===== src/pdf_pkg.sv =====
// Shared constants and types for the PD event flag and token FIFO port block
package pdf_pkg;
    // Register offsets and flag register reset value
    localparam logic [7:0] PDF_REG_FLAGS = 8'h42;
    localparam logic [7:0] PDF_REG_FIFO = 8'h43;
    localparam logic [7:0] PDF_FLAGS_RST = 8'h00;
    // Event flag bit positions
    localparam int PDF_F_SUPPLY = 7;
    localparam int PDF_F_ACTIVITY = 6;
    localparam int PDF_F_COMPARE = 5;
    localparam int PDF_F_CRC = 4;
    localparam int PDF_F_ALERT = 3;
    localparam int PDF_F_WAKE = 2;
    localparam int PDF_F_COLLIDE = 1;
    localparam int PDF_F_LEVEL = 0;
    // Positions in the synchronised level vector
    localparam int PDF_LV_SUPPLY = 5;
    localparam int PDF_LV_ACT = 4;
    localparam int PDF_LV_COMP = 3;
    localparam int PDF_LV_WAKE = 2;
    // Transmit tokens
    localparam logic [7:0] PDF_TOK_GO = 8'ha1;
    localparam logic [7:0] PDF_TOK_SYNC1 = 8'h12;
    localparam logic [7:0] PDF_TOK_SYNC2 = 8'h13;
    localparam logic [7:0] PDF_TOK_SYNC3 = 8'h1b;
    localparam logic [7:0] PDF_TOK_RST1 = 8'h15;
    localparam logic [7:0] PDF_TOK_RST2 = 8'h16;
    localparam logic [7:0] PDF_TOK_EOP = 8'h14;
    localparam logic [7:0] PDF_TOK_CRC = 8'hff;
    localparam logic [7:0] PDF_TOK_OFF = 8'hfe;
    localparam logic [2:0] PDF_TOK_PACK_TAG = 3'h4;
    localparam logic [4:0] PDF_PACK_MIN = 5'h02;
    localparam logic [4:0] PDF_PACK_MAX = 5'h1e;
    // Arbitrary 7-bit bus address of this port
    localparam logic [6:0] PDF_BUS_ADDR = 7'h22;
    typedef enum logic [2:0] {
        I2C_IDLE, I2C_ADDR, I2C_ACK, I2C_WBYTE, I2C_RBYTE, I2C_RACK
    } pdf_i2c_e;
    typedef enum logic [1:0] {
        TX_IDLE, TX_FETCH, TX_PACK, TX_EMIT
    } pdf_tx_e;
    typedef enum logic [2:0] {
        SYM_SYNC1, SYM_SYNC2, SYM_SYNC3, SYM_RST1, SYM_RST2, SYM_DATA, SYM_CRC, SYM_EOP
    } pdf_sym_e;
endpackage


===== src/pdf_port.sv =====
// Event flag register and token FIFO port behind a two-wire serial slave
`timescale 1ns/1ps
`default_nettype none

module pdf_port
    import pdf_pkg::*;
#(
    parameter int DEPTH = 16
)(
    input wire logic mclk, // System clock
    input wire logic rst_b, // Asynchronous reset
    input wire logic scl, // Serial clock pin
    input wire logic sda_i, // Serial data pin level
    output logic sda_o, // Serial data drive value
    output logic sda_oe_b, // Serial data enable, low drives
    input wire logic vbus_ok, // Supply above threshold
    input wire logic cc_activity, // Line activity present
    input wire logic comp_high, // Line above reference
    input wire logic wake_det, // Attach voltage seen
    input wire logic [1:0] bc_lvl, // Advertised current level
    input wire logic crc_checked, // Checksum result newly valid
    input wire logic [7:0] rx_data, // Receive queue head
    input wire logic rx_empty, // Receive queue empty
    input wire logic rx_full, // Receive queue full
    output logic rx_pop, // Receive queue pop
    output pdf_sym_e sym_kind, // Line symbol to send
    output logic [7:0] sym_data, // Packed byte for data symbol
    output logic sym_valid, // Symbol offered
    input wire logic sym_ready, // Symbol accepted
    output logic tx_drive, // Transmit driver on
    output logic txq_full, // Transmit queue full
    output logic txq_empty // Transmit queue empty
);
    localparam int AW = $clog2(DEPTH);

    typedef struct packed {
        logic scl_m, scl_s, scl_d, sda_m, sda_s, sda_d;
        logic [5:0] lv_m, lv_s, lv_d;
        logic [7:0] flags;
        logic full_d;
        pdf_i2c_e ist;
        logic [2:0] bitc;
        logic [7:0] shr;
        logic [7:0] ptr;
        logic ptr_set, rw, ack_on, more, oe_b, pop;
        logic [DEPTH-1:0][7:0] mem;
        logic [AW-1:0] wp, rp;
        logic [AW:0] cnt;
        pdf_tx_e tst;
        logic [4:0] left;
        pdf_sym_e kind;
        logic [7:0] data;
        logic valid, drive;
    } pdf_state_s;

    pdf_state_s st_r;
    pdf_state_s st_nxt;
    logic rise, fall, start, stop, full_any, push, qpop, go, clr;
    logic [7:0] set_vec, byte_in, rdval, tok;
    logic [5:0] lv_chg;

    ////////////////////////////////////////////////////////////////////
    always_comb
    begin
        st_nxt = st_r;
        st_nxt.pop = 1'b0;
        push = 1'b0;
        qpop = 1'b0;
        go = 1'b0;
        clr = 1'b0;
        set_vec = 8'h00;
        st_nxt.scl_m = scl;
        st_nxt.scl_s = st_r.scl_m;
        st_nxt.scl_d = st_r.scl_s;
        st_nxt.sda_m = sda_i;
        st_nxt.sda_s = st_r.sda_m;
        st_nxt.sda_d = st_r.sda_s;
        st_nxt.lv_m = {vbus_ok, cc_activity, comp_high, wake_det, bc_lvl};
        st_nxt.lv_s = st_r.lv_m;
        st_nxt.lv_d = st_r.lv_s;
        rise = st_r.scl_s & ~st_r.scl_d;
        fall = ~st_r.scl_s & st_r.scl_d;
        start = st_r.scl_s & st_r.scl_d & st_r.sda_d & ~st_r.sda_s;
        stop = st_r.scl_s & st_r.scl_d & ~st_r.sda_d & st_r.sda_s;
        byte_in = {st_r.shr[6:0], st_r.sda_s};
        tok = st_r.mem[st_r.rp];
        full_any = txq_full | rx_full;
        case (st_r.ptr)
            PDF_REG_FLAGS: rdval = st_r.flags;
            PDF_REG_FIFO: rdval = rx_data;
            default: rdval = 8'h00;
        endcase
        // Serial slave
        if (start)
        begin
            st_nxt.ist = I2C_ADDR;
            st_nxt.bitc = 3'h0;
            st_nxt.ptr_set = 1'b0;
            st_nxt.ack_on = 1'b0;
            st_nxt.oe_b = 1'b1;
        end
        else if (stop)
        begin
            st_nxt.ist = I2C_IDLE;
            st_nxt.oe_b = 1'b1;
        end
        else
        begin
            case (st_r.ist)
                I2C_ADDR, I2C_WBYTE:
                    if (rise)
                    begin
                        st_nxt.shr = byte_in;
                        st_nxt.bitc = st_r.bitc + 3'h1;
                        if (st_r.bitc == 3'h7)
                        begin
                            st_nxt.ist = I2C_ACK;
                            if (st_r.ist == I2C_ADDR)
                            begin
                                st_nxt.rw = byte_in[0];
                                if (byte_in[7:1] != PDF_BUS_ADDR)
                                    st_nxt.ist = I2C_IDLE;
                            end
                            else if (!st_r.ptr_set)
                            begin
                                st_nxt.ptr = byte_in;
                                st_nxt.ptr_set = 1'b1;
                            end
                            else if (st_r.ptr == PDF_REG_FIFO)
                            begin
                                if (byte_in == PDF_TOK_GO)
                                    go = 1'b1;
                                else
                                    push = ~txq_full;
                            end
                            else
                                st_nxt.ptr = st_r.ptr + 8'h01;
                        end
                    end
                I2C_ACK:
                    if (fall)
                    begin
                        st_nxt.ack_on = ~st_r.ack_on;
                        st_nxt.oe_b = st_r.ack_on;
                        st_nxt.bitc = 3'h0;
                        if (st_r.ack_on)
                            st_nxt.ist = st_r.rw ? I2C_RBYTE : I2C_WBYTE;
                        if (st_r.ack_on && st_r.rw)
                        begin
                            st_nxt.shr = rdval;
                            st_nxt.oe_b = rdval[7];
                            clr = (st_r.ptr == PDF_REG_FLAGS);
                            st_nxt.pop = (st_r.ptr == PDF_REG_FIFO) & ~rx_empty;
                            if (st_r.ptr != PDF_REG_FIFO)
                                st_nxt.ptr = st_r.ptr + 8'h01;
                        end
                    end
                I2C_RBYTE:
                    if (fall)
                    begin
                        st_nxt.bitc = st_r.bitc + 3'h1;
                        st_nxt.shr = {st_r.shr[6:0], 1'b0};
                        st_nxt.oe_b = st_r.shr[6];
                        if (st_r.bitc == 3'h7)
                        begin
                            st_nxt.oe_b = 1'b1;
                            st_nxt.ist = I2C_RACK;
                        end
                    end
                I2C_RACK:
                    if (rise)
                        st_nxt.more = ~st_r.sda_s;
                    else if (fall)
                    begin
                        st_nxt.ist = st_r.more ? I2C_RBYTE : I2C_IDLE;
                        st_nxt.bitc = 3'h0;
                        if (st_r.more)
                        begin
                            st_nxt.shr = rdval;
                            st_nxt.oe_b = rdval[7];
                            clr = (st_r.ptr == PDF_REG_FLAGS);
                            st_nxt.pop = (st_r.ptr == PDF_REG_FIFO) & ~rx_empty;
                            if (st_r.ptr != PDF_REG_FIFO)
                                st_nxt.ptr = st_r.ptr + 8'h01;
                        end
                    end
                default:
                    st_nxt.oe_b = 1'b1;
            endcase
        end
        ////////////////////////////////////////////////////////////////
        // Token engine; the receive path is untouched by a collision
        case (st_r.tst)
            TX_IDLE:
                if (go)
                begin
                    if (st_r.lv_s[PDF_LV_ACT])
                        set_vec[PDF_F_COLLIDE] = 1'b1;
                    else
                    begin
                        st_nxt.tst = TX_FETCH;
                        st_nxt.drive = 1'b1;
                    end
                end
            TX_FETCH:
                if (txq_empty)
                begin
                    st_nxt.tst = TX_IDLE;
                    st_nxt.drive = 1'b0;
                end
                else
                begin
                    qpop = 1'b1;
                    st_nxt.valid = 1'b1;
                    st_nxt.tst = TX_EMIT;
                    case (tok)
                        PDF_TOK_SYNC1: st_nxt.kind = SYM_SYNC1;
                        PDF_TOK_SYNC2: st_nxt.kind = SYM_SYNC2;
                        PDF_TOK_SYNC3: st_nxt.kind = SYM_SYNC3;
                        PDF_TOK_RST1: st_nxt.kind = SYM_RST1;
                        PDF_TOK_RST2: st_nxt.kind = SYM_RST2;
                        PDF_TOK_EOP: st_nxt.kind = SYM_EOP;
                        PDF_TOK_CRC: st_nxt.kind = SYM_CRC;
                        PDF_TOK_OFF:
                        begin
                            st_nxt.valid = 1'b0;
                            st_nxt.drive = 1'b0;
                            st_nxt.tst = TX_IDLE;
                        end
                        default:
                        begin
                            st_nxt.valid = 1'b0;
                            st_nxt.tst = TX_FETCH;
                            if (tok[7:5] == PDF_TOK_PACK_TAG && tok[4:0] >= PDF_PACK_MIN
                                && tok[4:0] <= PDF_PACK_MAX)
                            begin
                                st_nxt.left = tok[4:0];
                                st_nxt.tst = TX_PACK;
                            end
                        end
                    endcase
                end
            TX_PACK:
                if (!txq_empty)
                begin
                    qpop = 1'b1;
                    st_nxt.kind = SYM_DATA;
                    st_nxt.data = tok;
                    st_nxt.left = st_r.left - 5'h01;
                    st_nxt.valid = 1'b1;
                    st_nxt.tst = TX_EMIT;
                end
            TX_EMIT:
                if (sym_ready)
                begin
                    st_nxt.valid = 1'b0;
                    st_nxt.tst = (st_r.left != 5'h00) ? TX_PACK : TX_FETCH;
                end
            default:
                st_nxt.tst = TX_IDLE;
        endcase
        // Transmit queue storage
        if (push)
        begin
            st_nxt.mem[st_r.wp] = byte_in;
            st_nxt.wp = st_r.wp + AW'(1);
        end
        if (qpop)
            st_nxt.rp = st_r.rp + AW'(1);
        st_nxt.cnt = st_r.cnt + (AW+1)'(push) - (AW+1)'(qpop);
        // Event flags; a set in the clearing cycle wins
        lv_chg = st_r.lv_s ^ st_r.lv_d;
        st_nxt.full_d = full_any;
        set_vec[PDF_F_SUPPLY] = lv_chg[PDF_LV_SUPPLY];
        set_vec[PDF_F_ACTIVITY] = lv_chg[PDF_LV_ACT];
        set_vec[PDF_F_COMPARE] = lv_chg[PDF_LV_COMP];
        set_vec[PDF_F_CRC] = crc_checked;
        set_vec[PDF_F_ALERT] = full_any & ~st_r.full_d;
        set_vec[PDF_F_WAKE] = st_r.lv_s[PDF_LV_WAKE] & ~st_r.lv_d[PDF_LV_WAKE];
        set_vec[PDF_F_LEVEL] = |lv_chg[1:0];
        st_nxt.flags = (clr ? 8'h00 : st_r.flags) | set_vec;
    end

    always_ff @(posedge mclk or negedge rst_b)
    begin
        if (!rst_b)
        begin
            st_r <= '0;
            st_r.flags <= PDF_FLAGS_RST;
            st_r.oe_b <= 1'b1;
            st_r.scl_m <= 1'b1;
            st_r.scl_s <= 1'b1;
            st_r.scl_d <= 1'b1;
            st_r.sda_m <= 1'b1;
            st_r.sda_s <= 1'b1;
            st_r.sda_d <= 1'b1;
        end
        else
            st_r <= st_nxt;
    end

    assign sda_o = 1'b0;
    assign sda_oe_b = st_r.oe_b;
    assign rx_pop = st_r.pop;
    assign sym_kind = st_r.kind;
    assign sym_data = st_r.data;
    assign sym_valid = st_r.valid;
    assign tx_drive = st_r.drive;
    assign txq_full = (st_r.cnt == (AW+1)'(DEPTH));
    assign txq_empty = (st_r.cnt == '0);

    ////////////////////////////////////////////////////////////////////
    property p_supply;
        @(posedge mclk) disable iff (!rst_b)
        $changed(st_r.lv_s[PDF_LV_SUPPLY]) |=> st_r.flags[PDF_F_SUPPLY];
    endproperty
    a_supply: assert property (p_supply) else $error("supply flag not set");
    property p_activity;
        @(posedge mclk) disable iff (!rst_b)
        $changed(st_r.lv_s[PDF_LV_ACT]) |=> st_r.flags[PDF_F_ACTIVITY];
    endproperty
    a_activity: assert property (p_activity) else $error("activity flag not set");
    property p_crc;
        @(posedge mclk) disable iff (!rst_b)
        crc_checked |=> st_r.flags[PDF_F_CRC];
    endproperty
    a_crc: assert property (p_crc) else $error("checksum flag not set");
    property p_alert;
        @(posedge mclk) disable iff (!rst_b)
        $rose(txq_full || rx_full) |=> st_r.flags[PDF_F_ALERT];
    endproperty
    a_alert: assert property (p_alert) else $error("alert flag not set");
    property p_collide;
        @(posedge mclk) disable iff (!rst_b)
        (go && st_r.tst == TX_IDLE && st_r.lv_s[PDF_LV_ACT])
            |=> st_r.flags[PDF_F_COLLIDE] && st_r.tst == TX_IDLE && !tx_drive;
    endproperty
    a_collide: assert property (p_collide) else $error("collision not handled");
    property p_push;
        @(posedge mclk) disable iff (!rst_b)
        (push && !qpop) |=> st_r.cnt == $past(st_r.cnt) + (AW+1)'(1);
    endproperty
    a_push: assert property (p_push) else $error("push lost");
    property p_hold;
        @(posedge mclk) disable iff (!rst_b)
        (sym_valid && !sym_ready) |=> sym_valid && $stable(sym_kind) && $stable(sym_data);
    endproperty
    a_hold: assert property (p_hold) else $error("symbol changed while offered");
    property p_clear;
        @(posedge mclk) disable iff (!rst_b)
        (clr && set_vec == 8'h00) |=> st_r.flags == 8'h00;
    endproperty
    a_clear: assert property (p_clear) else $error("flags not cleared by read");
    property p_sticky;
        @(posedge mclk) disable iff (!rst_b)
        (!clr && st_r.flags[PDF_F_WAKE]) |=> st_r.flags[PDF_F_WAKE];
    endproperty
    a_sticky: assert property (p_sticky) else $error("wake flag dropped");
endmodule

`default_nettype wire


===== config.mk =====
export PLATFORM = sky130hd
export DESIGN_NAME = pdf_port
export DESIGN_NICKNAME = d
export VERILOG_FILES = /design/src/pdf_pkg.sv /design/src/pdf_port.sv
export SDC_FILE = /design/constraint.sdc
export NUM_CORES = 1
export LEC_CHECK = 0
export BUFFER_PORTS_ARGS = -buffer_cell sky130_fd_sc_hd__buf_2
export CORE_MARGIN = 4
export CORE_UTILIZATION = 55
export DETAILED_ROUTE_END_ITERATION = 6
export PLACE_DENSITY = 0.72
export SLEW_MARGIN = 20
export SYNTH_ARGS = -nofsm -noshare
export SYNTH_HDL_FRONTEND = slang
export SYNTH_SLANG_ARGS = --single-unit

===== constraint.sdc =====
create_clock -name mclk -period 4.16 [get_ports mclk]
set_input_delay 0.832 -clock mclk [delete_from_list [all_inputs] [get_ports mclk]]
set_output_delay 0.832 -clock mclk [all_outputs]
set_load 0.05 [all_outputs]

==> results of run 1 <==
[power groups by stage]
stage | Clock, mW | Combinational (mW) | Sequential, mW
after floorplan | 0 | 0.292 | 2.29
after global placement | 0 | 0.380 | 2.36
after detailed placement | 0 | 0.381 | 2.37
after CTS | 2.04 | 0.383 | 2.33
after global routing | 2.13 | 0.434 | 2.34
final | 1.99 | 0.381 | 2.33
[sequential cells by signal, indices dropped and copies added, names as in the netlist]
signal / flops
byte_in: 8
rx_pop: 1
sda_oe_b: 1
st_nxt: 15
st_r: 183
sym_data: 8
sym_kind: 3
sym_valid: 1
tx_drive: 1
[through the flow]
step	total power [mW]	setup slack (ns)	util	hold slack, ns	cell area (um^2)
finish	4.70	0.711	0.615	0.311	12000
global route	4.90	0.453	0.615	0.358	12000
CTS	4.75	0.761	0.615	0.335	12000
detailed placement	2.75	0.776	0.576	0.335	11200
global placement	2.74	0.828	0.576	0.332	11200
floorplan	2.58	0.304	-	0.331	10900
[path summary, 6_finish.rpt]
kind	endpoint	start	depth (start not counted)	slack, ns
min in group mclk	st_nxt[198]$_DFF_PN0_	st_nxt[204]$_DFF_PN0_	0	0.35
max	sym_kind[2]$_DFFE_PN0P_	st_r[25]$_DFFE_PN0P_	7	0.71
min	st_r[196]$_DFF_PN0_	rst_b	1	0.31
max in group asynchronous	st_r[143]$_DFFE_PN0P_	rst_b	2	2.98
max reg2reg	sym_kind[2]$_DFFE_PN0P_	st_r[25]$_DFFE_PN0P_	7	0.71
min reg2reg	st_nxt[198]$_DFF_PN0_	st_nxt[204]$_DFF_PN0_	0	0.35
[critical path: stages (launching register included)]
cell	delay, ns
dfrtp_2	0.70
buf_4	0.33
mux4_2	0.53
a22oi_1	0.48
nand4_1	0.31
o31ai_1	0.39
a31oi_1	0.21
mux2_1	0.36
[per-layer routing]
layer,vias up,wire length (um)
met5,-,0
met4,0,600
met2,185,11000
met1,3604,11100
met3,39,1210
li1,3375,-
[final cells by class]
cell class,count,area (um^2),area share
multi-input cells,610,4920,0.411
inverters,26,97.6,0.00815
well taps,265,332,0.0277
clock inverters,9,60.1,0.00502
clock buffers,35,692,0.0578
repair buffers,54,333,0.0278
flip-flops and latches,221,5540,0.463
[placed cells by master (no fill, tap or decap), types with 14 or more instances in the layout]
master	count
a21oi_1	35
a22oi_1	15
buf_2	37
buf_4	15
clkbuf_16	24
dfrtp_1	213
ha_1	22
inv_1	26
mux2_2	132
mux2i_1	20
mux4_2	24
nand2_1	83
nand2b_1	15
nand3_1	14
nor2_1	40
o21ai_0	44
[cells by family (layout without fill, tap and decap cells)]
family | count (synthesis) | in the layout | synth area share
AO/OA/AOI/OAI | 171 | 171 | 0.104
multiplexers | 178 | 178 | 0.206
buffers and inverters | 99 | 124 | 0.0413
AND/OR/NAND/NOR | 220 | 220 | 0.0988
adder cells (fa/ha/maj) | 23 | 23 | 0.0271
XOR/XNOR | 17 | 17 | 0.0137
flip-flops | 221 | 221 | 0.508
other | 1 | 1 | 0.000344
==> metrics.md, run 1 <==
| Metric | Value |
|---|---|
| Status | `finished clean` |
| M1 GR Usage | `0.328` |
| Clock slew at reported path FFs | `0.06 ns` |
| Final Max Slew Viols | `0` |
| Post-layout net count | `982` |
| Synth area leaders | `dfrtp_1, mux2_2, mux4_2, nand2_1, ha_1` |
| Area grow syn2layout | `9.83%` |
| # resized after CTS | `0` |
| Dpl cells | `1176` |
| Most frequent cell after synthesis | `dfrtp_1` |
| Post-CTS Setup Inserts | `0` |
| Post-synthesis sequential area ratio | `0.508` |
| Most Crowded Layer GR | `met2` |
| CTS max path bufs | `3` |
| H-tree depth | `1` |
| Critical Path End Type | `flop` |
| Root buffer cell | `clkbuf_16` |
| Pin count of the biggest net entering global routing | `85` |
| CTS tree | `yes` |
| Post-synth top cells | `dfrtp_1, mux2_2, nand2_1` |
| Die H | `149 um` |
| Share of layout cells above drive strength 1 | `0.273` |
| Clk_lat worst skew | `0.52 ns` |
| F_max | `290 MHz` |
| Initial Utilization | `0.560` |
| Fin crit share | `0.829` |
| Global-route wire length before repair | `38800 um` |
| Drt via density | `5.90` |
| Core Rows | `51` |
| Wirelength, routed | `23900 um` |
| Worst hold path class | `in2async` |
| Global-route usage over all layers | `0.219` |
| Mean Syn Cell Area | `11.7 um^2` |
| GR Layer Usage met3 | `0.0356` |
| Max Cap Viol | `0` |
| Hold Fails Final Rpt | `0` |
| Crit path launch type | `flop` |
| Die span in x | `149 um` |
| Slew headroom | `0.338` |
| Cell internal pwr | `3.49 mW` |
| Peak supply drop | `0.331 mV` |
| Synth warn | `0` |
| Setup tns final | `0 ns` |
| Minimum clock period after layout | `3.45 ns` |
| DR DRC count | `0` |
| Area leader, netlist | `dfrtp_1` |
| Post-synth EDFFs | `0` |
| Synthesized instance count | `930` |
| Port buffer count | `38` |
| Fill count | `1535` |
| Switching fraction of total power | `0.257` |
| Hold_buf cts | `0` |
| Initial antenna violation count | `0` |
| Setup CP Type | `reg2reg` |
| Grt ovf | `0` |
| Synth unique cells | `63` |
| Syn Nets | `975` |
| Clock sinks | `221` |
| Routability Congestion | `0.875` |
| Final setup vio count | `0` |
| CTS buffer count | `24` |
| Core Footprint | `19500 um^2` |
| CP Max Fanout | `17` |
| Most frequently used flop master after synthesis | `dfrtp_1` |
| Register bit total from synthesis | `221` |
| Vias in the first global route | `7190` |
| Mapped cell area | `10900 um^2` |
| Vias | `7203` |
| Ys async rst share | `1.00` |
| GR Util met2 | `0.338` |
| Die area | `22100 um^2` |
| Pwr/cell area | `393 nW/um^2` |
| Synth top area share | `0.491` |
| Crit path DAT | `3.84 ns` |
| Sequential Power Share | `0.495` |
| Logic pwr share | `0.081` |
| P_leak | `5.52 nW` |
| Post-route ant nets | `0` |
| Antenna Cells | `0` |
| I/O Pins | `40` |
| Clock share of power | `0.423` |
| Worst slew pin tran | `0.986 ns` |
| Net Switching | `1.21 mW` |
| TritonRoute pass-1 iters | `5` |
| Critical path data required time | `4.55 ns` |
| RSZ-0062 raised after global routing | `no` |
| Skew final | `0.0124 ns` |
| Initial drt markers | `594` |
| Placed wire-length estimate | `16200 um` |
| Fin cells | `1220` |
| DR WL/cell | `19.6 um` |
Power figures use the tool's default switching activity.
==> run 2, diff against run 1 <==
PLACE_DENSITY = 0.75   (was 0.72)
clock period = 3.15 ns   (was 4.16 ns; I/O delays follow)
==> run 2 against run 1 <==
Effect of this change: final area rose by 3.8%; clock skew increased by 0.0046 ns; clock-buffer cell count unchanged; clock power up 43%; first-iteration DRC count up 2.9%; critical endpoint is now txq_empty.
==> metrics.md, run 2 (synthesized netlist as in run 1, its figures left out) <==
| Metric | Value |
|---|---|
| Final setup vio count | `0 (unchanged)` |
| Die H | `149 um (unchanged)` |
| CP Max Fanout | `6 (-11)` |
| Max Cap Viol | `0 (unchanged)` |
| Crit-path cells | `inv_1 > ha_1 > or4b_2 > buf_4 > inv_1 > buf_2` |
| Fin crit share | `0.960` |
| Root buffer cell | `clkbuf_16` |
| Slew headroom | `0.428 (+0.0897)` |
| Status | `finished clean` |
| I/O Pins | `40 (unchanged)` |
| DR WL/cell | `19.5 um (-0.17%)` |
| F_max | `331 MHz` |
| Grt ovf | `0 (unchanged)` |
| GR Util met2 | `0.367 (+0.0284)` |
| P_leak | `5.77 nW (+4.6%)` |
| Post-layout net count | `1020 (+3.9%)` |
| Clock share of power | `0.438 (+0.015)` |
| CTS tree | `yes` |
| DR DRC count | `0 (unchanged)` |
| Setup CP Type | `reg2out` |
| Net Switching | `1.65 mW (+37%)` |
| Post-route ant nets | `0 (unchanged)` |
| Clock slew at reported path FFs | `0.06 ns (about the same)` |
| Core Footprint | `19500 um^2 (unchanged)` |
| Vias | `7486 (+3.9%)` |
| Clk_lat worst skew | `0.52 ns (about the same)` |
| Crit path DAT | `2.39 ns (-1.45 ns)` |
| Fin cells | `1258 (+3.1%)` |
| Initial drt markers | `611 (+2.9%)` |
| Clock sinks | `221 (unchanged)` |
| Antenna Cells | `0 (unchanged)` |
| Worst R2R Path Depth | `9 (+2)` |
| Most Crowded Layer GR | `met2` |
| Largest register FFs | `183 (unchanged)` |
| Worst hold path class | `in2async` |
| Drt via density | `5.95 (+0.79%)` |
| Commonest non-fill, non-tap cell in the layout | `dfrtp_1` |
| Dpl cells | `1213 (+3.1%)` |
| Worst slew pin tran | `0.852 ns (-0.133 ns)` |
| Family with the most delay on the worst path | `buffers and inverters` |
| CTS max path bufs | `3 (unchanged)` |
| Slowest cell on crit path | `or4b_2` |
| Share of layout cells above drive strength 1 | `0.314 (+0.0409)` |
| Worst path buffer plus inverter count | `4 (+3)` |
| Switching fraction of total power | `0.254 (-0.00260)` |
| Setup tns final | `0 ns (unchanged)` |
| Global-route usage over all layers | `0.229 (+0.00981)` |
| Area grow syn2layout | `14.0%` |
| Initial Utilization | `0.560 (unchanged)` |
| Fin Hold WS | `0.0575 ns (-0.254 ns)` |
| Initial antenna violation count | `0 (unchanged)` |
| Placed wire-length estimate | `17100 um (+5.7%)` |
| Vias in the first global route | `7577 (+5.4%)` |
| Crit path launch type | `flop` |
| H-tree depth | `1 (unchanged)` |
| Final total power | `6.49 mW (+38%)` |
| Critical path data required time | `2.52 ns (-2.03 ns)` |
| Die area | `22100 um^2 (unchanged)` |
| GR Layer Usage met3 | `0.0362 (+0.000608)` |
| Sequential Power Share | `0.459 (-0.036)` |
| Levels on crit path | `6 (-1)` |
| Logic pwr share | `0.104 (+0.023)` |
| Commonest non-fill, non-tap cells in the layout | `dfrtp_1, mux2_2, nand2_1` |
| Hold Fails Final Rpt | `0 (unchanged)` |
| Delay of the slowest cell on the worst path | `0.61 ns (-0.09 ns)` |
| Die span in x | `149 um (unchanged)` |
| TritonRoute pass-1 iters | `5 (unchanged)` |
| CTS buffer count | `24 (unchanged)` |
| Skew final | `0.0170 ns (+0.00462 ns)` |
| Port buffer count | `38 (unchanged)` |
| Pwr/cell area | `523 nW/um^2 (+33%)` |
| M1 GR Usage | `0.328 (-0.000739)` |
| Crit path top cell by count | `inv_1` |
| Minimum clock period after layout | `3.02 ns` |
| Critical Path End Type | `primary output` |
| Cell internal pwr | `4.84 mW (+39%)` |
| Hold_buf cts | `0 (unchanged)` |
| Final Max Slew Viols | `0 (unchanged)` |
| Pin count of the biggest net entering global routing | `79 (-7.1%)` |
| Top reg by flops | `st_r` |
| Fill count | `1481 (-3.5%)` |
| Global-route wire length before repair | `40500 um (+4.5%)` |
| Core Rows | `51 (unchanged)` |
| Routability Congestion | `0.934 (+6.8%)` |
| Wirelength, routed | `24600 um (+2.9%)` |
| Peak supply drop | `0.435 mV (+31%)` |
## run 2: cell types whose count changed in the layout (fill, tap and decap cells not counted), moves of 3 or more
cell and change:
buf_4 +35, a221oi_1 -3, clkinv_2 -3, and2_1 -3, clkinv_4 +3
## run 2: timing repair
item	4_1_cts	5_1_grt
setup endpoints to repair	0	12
gates resized for setup	0	19
hold endpoints to repair	0	0
setup buffers	0	1
## run 2: cell type report
type,count,area [um^2],share of cell area
clock inverters,9,106,0.00856
well taps,265,332,0.0267
clock buffers,35,703,0.0566
inverters,26,97.6,0.00785
flip-flops and latches,221,5540,0.446
multi-input cells,610,5000,0.402
repair buffers,92,651,0.0523
## run 2: final timing paths
check | slack, ns | from | to
worst max-delay path | 0.13 | st_r[22]$_DFF_PN0_ | txq_empty
worst min-delay path | 0.06 | rst_b | st_r[24]$_DFF_PN0_
worst max register to register | 0.13 | st_r[25]$_DFFE_PN0P_ | st_r[17]$_DFFE_PN0P_
worst min register to register | 0.35 | st_nxt[209]$_DFF_PN0_ | st_nxt[203]$_DFF_PN0_
max in group asynchronous | 2.21 | rst_b | st_r[99]$_DFFE_PN0P_
min in group mclk | 0.22 | sda_i | st_nxt[217]$_DFF_PN1_
## run 2: power groups by stage
stage	Clock, mW	Combinational [mW]	Sequential, mW
2_1_floorplan	0	0.387	3.03
3_3_place_gp	0	0.655	3.02
3_5_place_dp	0	0.670	3.03
4_1_cts	2.91	0.672	2.98
5_1_grt	3.04	0.751	2.99
6_report	2.84	0.673	2.98
## run 2: stage by stage
stage               instance area [um^2]  utilization  setup slack [ns]
finish                             12400        0.639             0.126
CTS                                12300        0.634            0.0895
global route                       12400        0.639           -0.0194
detailed placement                 11500        0.592             0.104
floorplan                          10900            -           0.00294
global placement                   11500        0.592            0.0936
## run 2: metal layers
metal	routed length [um]	vias up
li1	-	3444
met1	10900	3777
met2	11500	218
met3	1470	47
met4	632	0
met5	0	-
